`src/rtl/trip_pkg.sv`:
```
// Purpose: Constants for the isolated trip latch output block
// Assumes: sys_clk at 40 MHz; levels coded in millivolts, unsigned
// Notes: Overview list below names each behaviour kept by the design
//
// Overview of operation
// - Above split level only positive comparator decides
// - Alarm driven low while input exceeds reference
// - Trip at reference plus hysteresis, release below reference
// - Hysteresis 4 mV low range, 25 mV high
// - One sent as carrier burst, zero silent
// - Receiver recovers state from carrier presence
// - Hold-control low gives transparent alarm
// - Transparent alarm releases when input drops
// - Hold-control high gives latch mode
// - Latched alarm stays low after input drops
// - Clear ignored while input above threshold
// - Below split level low-hysteresis mode
package trip_pkg;
  localparam int LEVEL_W = 12;
  // Levels in millivolts
  localparam logic [LEVEL_W-1:0] MODE_SPLIT_MV = 12'h20D; // 525 mV
  localparam logic [LEVEL_W-1:0] HYST_LOW_MV = 12'h004;
  localparam logic [LEVEL_W-1:0] HYST_HIGH_MV = 12'h019;
  localparam logic [LEVEL_W-1:0] REF_MAX_MV = 12'hA8C; // 2700 mV
  localparam int CLK_MHZ = 40;
  localparam int CLEAR_TIME_US = 4;
  localparam int CLEAR_CYCLES = CLEAR_TIME_US * CLK_MHZ;
  // Carrier half period and silence needed to read a zero
  localparam int CARRIER_HALF = 2;
  localparam int CARRIER_LOSS = 8;
endpackage : trip_pkg

```
`src/rtl/ook_receiver.sv`:
```
// Purpose: Low-side receiver recovering a bit from carrier activity
// Assumes: carrier toggles at least every CARRIER_HALF cycles for a one
// Notes: Edge seen within loss window reads as one
`timescale 1ns/1ps
module ook_receiver
  import trip_pkg::*;
#(
  parameter int LOSS = CARRIER_LOSS
) (
  input wire logic sys_clk,
  input wire logic rstn,
  input wire logic clk_en,
  input wire logic carrier,
  output logic bit_out
);
  initial begin
    if (LOSS < CARRIER_HALF + 1 || LOSS > 255) begin
      $error("LOSS out of range");
    end
  end
  logic sync1_q, sync2_q, prev_q, bit_q, bit_d;
  logic [7:0] idle_q, idle_d;
  always_comb begin
    idle_d = idle_q;
    bit_d = bit_q;
    if (sync2_q != prev_q) begin
      idle_d = 8'h00;
      bit_d = 1'b1;
    end else if (idle_q >= 8'(LOSS)) begin
      bit_d = 1'b0;
    end else begin
      idle_d = idle_q + 8'h01;
    end
  end
  always_ff @(posedge sys_clk) begin
    if (!rstn) begin
      sync1_q <= 1'b0;
      sync2_q <= 1'b0;
      prev_q <= 1'b0;
      idle_q <= 8'h00;
      bit_q <= 1'b0;
    end else if (clk_en) begin
      sync1_q <= carrier;
      sync2_q <= sync1_q;
      prev_q <= sync2_q;
      idle_q <= idle_d;
      bit_q <= bit_d;
    end
  end
  assign bit_out = bit_q;
endmodule : ook_receiver

```
`src/rtl/trip_latch.sv`:
```
// Purpose: Trip decision, OOK link and open-drain alarm with latch
// Assumes: levels are synchronous mV codes; hold_ctrl synchronous
// Notes: alarm_oe high means the pin is pulled low
`timescale 1ns/1ps
module trip_latch
  import trip_pkg::*;
#(
  parameter int CLEAR_CNT = CLEAR_CYCLES
) (
  input wire logic sys_clk,
  input wire logic rstn,
  input wire logic clk_en,
  input wire logic [LEVEL_W-1:0] input_level,
  input wire logic [LEVEL_W-1:0] reference_level,
  input wire logic input_negative,
  input wire logic hold_ctrl,
  output logic alarm_o,
  output logic alarm_oe,
  output logic trip_state,
  output logic high_hyst_mode,
  output logic latched
);
  initial begin
    if (CLEAR_CNT < 1 || CLEAR_CNT > 65535) begin
      $error("CLEAR_CNT out of range");
    end
    // Phase counter is two bits wide
    if (CARRIER_HALF < 1 || CARRIER_HALF > 4) begin
      $error("CARRIER_HALF out of range");
    end
  end

  ////////////////////////////////////////////////////////////////////////
  // High side: mode, hysteresis, trip decision
  logic high_mode;
  logic [LEVEL_W:0] trip_level, release_level;
  logic positive_comparator_q, positive_comparator_d;
  logic negative_comparator_q, negative_comparator_d;
  logic carrier_q, carrier_d;
  logic [1:0] phase_q, phase_d;

  assign high_mode = reference_level > MODE_SPLIT_MV;
  assign release_level = {1'b0, reference_level};
  assign trip_level = {1'b0, reference_level} +
    {1'b0, high_mode ? HYST_HIGH_MV : HYST_LOW_MV};

  always_comb begin
    positive_comparator_d = positive_comparator_q;
    negative_comparator_d = negative_comparator_q;
    // Hysteretic comparison on the magnitude
    if (!input_negative && {1'b0, input_level} > trip_level) begin
      positive_comparator_d = 1'b1;
    end else if (input_negative ||
                 {1'b0, input_level} < release_level) begin
      positive_comparator_d = 1'b0;
    end
    if (high_mode) begin
      negative_comparator_d = 1'b0;
    end else if (input_negative && {1'b0, input_level} > trip_level) begin
      negative_comparator_d = 1'b1;
    end else if (!input_negative ||
                 {1'b0, input_level} < release_level) begin
      negative_comparator_d = 1'b0;
    end
  end

  // Carrier toggles only while the trip is active
  always_comb begin
    phase_d = phase_q;
    carrier_d = carrier_q;
    if (positive_comparator_q || negative_comparator_q) begin
      phase_d = phase_q + 2'h1;
      if (phase_q == 2'(CARRIER_HALF - 1)) begin
        phase_d = 2'h0;
        carrier_d = !carrier_q;
      end
    end else begin
      phase_d = 2'h0;
      carrier_d = 1'b0;
    end
  end

  // Comparators start released so reset gives no false alarm
  always_ff @(posedge sys_clk) begin
    if (!rstn) begin
      positive_comparator_q <= 1'b0;
      negative_comparator_q <= 1'b0;
    end else if (clk_en) begin
      positive_comparator_q <= positive_comparator_d;
      negative_comparator_q <= negative_comparator_d;
    end
  end

  // Carrier rests low so the receiver reads silence as zero
  always_ff @(posedge sys_clk) begin
    if (!rstn) begin
      phase_q <= 2'h0;
      carrier_q <= 1'b0;
    end else if (clk_en) begin
      phase_q <= phase_d;
      carrier_q <= carrier_d;
    end
  end

  ////////////////////////////////////////////////////////////////////////
  // Low side: receiver, deglitch, latch
  logic rx_trip;
  ook_receiver #(.LOSS(CARRIER_LOSS)) u_rx (
    .sys_clk(sys_clk),
    .rstn(rstn),
    .clk_en(clk_en),
    .carrier(carrier_q),
    .bit_out(rx_trip)
  );

  logic [15:0] low_cnt_q, low_cnt_d;
  logic clear_q, clear_d;
  logic latch_q, latch_d;
  logic alarm_q, alarm_d;
  logic clear_now;

  // Clear only after hold_ctrl stays low for the full window
  always_comb begin
    low_cnt_d = low_cnt_q;
    clear_d = clear_q;
    if (hold_ctrl) begin
      low_cnt_d = 16'h0000;
      clear_d = 1'b0;
    end else if (low_cnt_q >= 16'(CLEAR_CNT - 1)) begin
      clear_d = 1'b1;
    end else begin
      low_cnt_d = low_cnt_q + 16'h0001;
    end
  end

  // Short dips restart the count, so noise on hold_ctrl cannot clear
  always_ff @(posedge sys_clk) begin
    if (!rstn) begin
      low_cnt_q <= 16'h0000;
      clear_q <= 1'b0;
    end else if (clk_en) begin
      low_cnt_q <= low_cnt_d;
      clear_q <= clear_d;
    end
  end

  // Stale clear in the cycle hold_ctrl rises must not drop the latch
  assign clear_now = clear_q && !hold_ctrl;

  // Trip sets latch; set wins over clear
  always_comb begin
    latch_d = latch_q;
    if (rx_trip) begin
      latch_d = 1'b1;
    end else if (clear_now) begin
      latch_d = 1'b0;
    end
  end

  always_ff @(posedge sys_clk) begin
    if (!rstn) begin
      latch_q <= 1'b0;
    end else if (clk_en) begin
      latch_q <= latch_d;
    end
  end

  // Alarm follows the trip once clear is deglitched, else holds latch
  always_comb begin
    alarm_d = rx_trip;
    if (hold_ctrl) begin
      alarm_d = rx_trip || latch_q;
    end else if (!clear_q) begin
      // Low but not yet deglitched: keep the latched level
      alarm_d = rx_trip || latch_q;
    end
  end

  always_ff @(posedge sys_clk) begin
    if (!rstn) begin
      alarm_q <= 1'b0;
    end else if (clk_en) begin
      alarm_q <= alarm_d;
    end
  end

  // Open-drain pin: data stays low, the enable carries the alarm
  assign alarm_o = 1'b0;
  assign alarm_oe = alarm_q;
  assign trip_state = rx_trip;
  assign high_hyst_mode = high_mode;
  assign latched = latch_q;
endmodule : trip_latch

```
`config.mk`:
```
export PLATFORM = sky130hd
export DESIGN_NAME = trip_latch
export DESIGN_NICKNAME = d
export VERILOG_FILES = /design/src/rtl/trip_pkg.sv /design/src/rtl/ook_receiver.sv /design/src/rtl/trip_latch.sv
export SDC_FILE = /design/constraint.sdc
export NUM_CORES = 1
export LEC_CHECK = 0
export BUFFER_PORTS_ARGS = -buffer_cell sky130_fd_sc_hd__buf_2
export CORE_ASPECT_RATIO = 0.7
export CORE_MARGIN = 8
export CORE_UTILIZATION = 52
export CTS_BUF_LIST = sky130_fd_sc_hd__clkbuf_8
export CTS_CLUSTER_DIAMETER = 60
export DETAILED_ROUTE_END_ITERATION = 6
export GPL_TIMING_DRIVEN = 0
export PLACE_DENSITY = 0.7
export SLEW_MARGIN = 5
export SYNTH_ARGS = -nofsm -noshare
export SYNTH_HDL_FRONTEND = slang
export SYNTH_HIERARCHICAL = 1
export SYNTH_SLANG_ARGS = --single-unit
```
`constraint.sdc`:
```
create_clock -name sys_clk -period 4.58 [get_ports sys_clk]
set_input_delay 0.916 -clock sys_clk [delete_from_list [all_inputs] [get_ports sys_clk]]
set_output_delay 0.916 -clock sys_clk [all_outputs]
set_load 0.005 [all_outputs]
```
==> impl_metrics.yaml <==
yosys:
  ys.flop_type: "dfxtp_1"
  synth.top_cells.by_area: "dfxtp_1 30%, ha_1 16%, xnor2_1 4.4%"
  ys_ff_latch: 36
  synth_edf_count: 0
  synth_warnings: 6
  syn-num-nets: 334
  netlist.area_leader.share_pct: 30.2
  synth_cells: 274
  netlist_area_um2: 2380
  synth_cell_types: 56
  yosysSeqAreaShare_pct: 30.2
  synthArstFlopShare_pct: 0
  yosysTopAreaCell: "dfxtp_1"
  avgSynthCellArea_um2: 8.70
floorplanning:
  core_area_um2: 4380
  num_io_pins: 34
  initial_utilization_pct: 54.5
  die_h_um: 72.7
  die_area_um2: 7040
  row_count: 20
  dieWidth_um: 96.9
setup_path:
  crit_top_cell: "nor3_1"
  cp_slowest_cell: "a2111oi_2"
  rr_worst_depth: 6
  critPathMaxFanout: 4
  worst-setup-path-type: "in2reg"
  cp.arrival_ns: 4.50
  crit_path_start_kind: "input pin"
  path_cells: "buf_2, nor3_1, a41o_1, and2_1, inv_1, ha_1, nand2_1, o311ai_4, nand3_1, nor3_1, xnor2_1, ha_1, nand3_1, nor3_1, a2111oi_2, a211oi_1, a32o_1"
  critPathMaxStageDelay_ns: 0.42
  worstSetupEndpointType: "register"
  cp.required_ns: 4.75
sta:
  clock_skew_ns: 0.00582
  layout_min_cycle_time_ns: 4.33
  tns_ns: 0
  hold_violations: 0
  max_freq_mhz: 231
  post-route-period-util_pct: 94.5
  rsz0062_at_grt: "false"
  slew_viol_final: 0
  finalSetupViolCount: 0
final_layout:
  syn2layout_area_growth_pct: 14.3
  drive_gt1_share_pct: 17.6
  nNetsFinal: 373
  design_area_um2: 2730
  antenna_cells: 0
route:
  drc: 0
  ant_nets: 0
  viasPerCell: 5.54
  wire_per_inst_um: 14.1
  initialDrtViolationCount: 115
  wl_mm: 5.20
  dr.pass1.iters: 4
  vias: 2040
status:
  status: "complete, no violations"
global_routing:
  antenna_found_initial: 0
  grt_max_degree: 11
  grt_pass1_vias: 2008
  track_usage_pct: 15.5
  grt_pass1_wl_mm: 9.23
  grt-ovfl-total: 0
run:
  max_cap_violations: 0
power_and_ir_drop:
  power_density_nw_per_um2: 257
  p_leak_nw: 1.23
  ir_drop_mv: 0.122
cts:
  cts_buffer_depth: 2
  cts_sinks: 36
  post-cts-setup-buffers: 0
  root_buffer: "clkbuf_8"
  tritoncts: "built"
  path_clk_slew_ns: 0.06
  htreeDepth: 2
  clock_latency_ns: 0.28
  cts_buffers: 5
worst_hold_path:
  hold_depth: 2
  hold_path.class: "reg2reg"
place:
  place_hpwl_mm: 4.12
  port_buffers: 32
  place_congestion: 0.830
  placed_cell_area_um2: 2610
-- report_power, final --
group	switching (mW)	total [mW]	internal [mW]	leakage [nW]
Sequential	0.00384	0.322	0.318	0.291
Combinational	0.0797	0.140	0.0604	0.884
Clock	0.104	0.238	0.134	0.0503
-- cells by family (layout without fill, tap and decap cells) --
family,after synthesis,count (layout),share of synthesized area [%]
adders and majority gates,31,31,16.3
other,1,1,0.157
buffers and inverters,27,66,4.46
xor gates and xnor gates,14,14,5.46
AOI/OAI and AO/OA,56,56,17.6
muxes,3,3,1.26
DFF,36,36,30.2
and+or+nand+nor,106,106,24.6
-- per-layer routing --
metal | part of all wire [%] | vias to the layer above | routed length [um] | global-route usage (%)
met5 | 0 | - | 0 | 0
met4 | 0.58 | 0 | 30 | 3.57
met3 | 4.4 | 5 | 228 | 3.97
met2 | 41 | 40 | 2140 | 23.0
met1 | 54 | 917 | 2810 | 21.7
li1 | - | 1078 | - | -
-- registers in the layout (all words and copies together) (netlist names) --
signal,count
carrier_q,1
latched,1
u_rx/sync2_q,1
u_rx/prev_q,1
low_cnt_q,16
positive_comparator_q,1
u_rx/bit_out,1
clear_q,1
u_rx/sync1_q,1
negative_comparator_q,1
u_rx/idle_q,8
alarm_oe,1
phase_q,2
-- synthesized netlist by cell type, types with 2 or more instances --
cell,number
a32o_1,2
nor4_1,2
a211oi_1,3
nor4_2,2
o211ai_1,3
and2_1,3
a31oi_1,4
nor3b_1,4
nor2b_1,4
o31ai_1,3
nor3_1,7
nand3_1,11
or4_1,4
inv_1,22
and3_1,13
nor2_1,20
ha_1,31
mux2i_1,3
a21oi_1,13
xnor2_1,12
dfxtp_1,36
a21boi_0,3
clkbuf_1,3
o21ai_0,10
nand4_1,6
nand2_1,20
-- cell type report --
type / count / area [um2]
clock buffers: 7 / 96.3
repair buffers: 32 / 160
multi-input cells: 211 / 1570
plain buffers: 5 / 23.8
well taps: 55 / 68.8
flip-flops and latches: 36 / 721
fillers: 403 / 1650
inverters: 22 / 82.6
-- path summary, 6_finish.rpt --
check | endpoint | start | slack [ns]
worst max-delay path | negative_comparator_q$_SDFFE_PN0P_ | reference_level[7] | 0.25
worst min-delay path | alarm_oe$_SDFFE_PN0P_ | alarm_oe$_SDFFE_PN0P_ | 0.47
worst max register to register | low_cnt_q[7]$_SDFFE_PN0P_ | low_cnt_q[0]$_SDFFE_PN0P_ | 2.67
worst min register to register | alarm_oe$_SDFFE_PN0P_ | alarm_oe$_SDFFE_PN0P_ | 0.47
-- layout by cell type, fill, tap and decap left out, types with 4 or more instances in the layout --
| master | synthesis | routed |
|---|---|---|
| nand2_1 | 20 | 20 |
| xnor2_1 | 12 | 12 |
| buf_2 | 1 | 33 |
| nor3_1 | 7 | 7 |
| nor2b_1 | 4 | 4 |
| clkbuf_8 | 0 | 7 |
| and3_1 | 13 | 13 |
| nand3_1 | 11 | 11 |
| a31oi_1 | 4 | 4 |
| nand4_1 | 6 | 6 |
| or4_1 | 4 | 4 |
| o21ai_0 | 10 | 10 |
| a21oi_1 | 13 | 13 |
| nor3b_1 | 4 | 4 |
| inv_1 | 22 | 22 |
| dfxtp_1 | 36 | 36 |
| nor2_1 | 20 | 20 |
| ha_1 | 31 | 31 |
-- worst max-delay path, delay by kind of cell --
family                   cells  cell delay (ns)
XOR/XNOR                     1             0.15
adder cells (fa/ha/maj)      2             0.63
AND/OR/NAND/NOR              7             1.16
AO/OA/AOI/OAI                5             1.40
buffers and inverters        2             0.25
-- metrics by stage --
step	hold WS, ns	cells	power (mW)	setup WS, ns	utilization (%)
after floorplan	0.435	274	0.419	0.553	-
after global placement	0.457	361	0.462	-0.252	59.7
after detailed placement	0.460	361	0.465	-0.284	59.7
after CTS	0.477	368	0.705	0.0144	61.9
after global routing	0.504	368	0.744	0.0378	62.3
final	0.468	368	0.700	0.252	62.3
-- what timing repair did --
| action | in CTS | in global routing |
|---|---|---|
| hold buffers | 0 | 0 |
| gates resized for setup | 0 | 3 |
| setup endpoints to repair | 0 | 2 |
No activity file was read; power rests on OpenSTA's default activity.
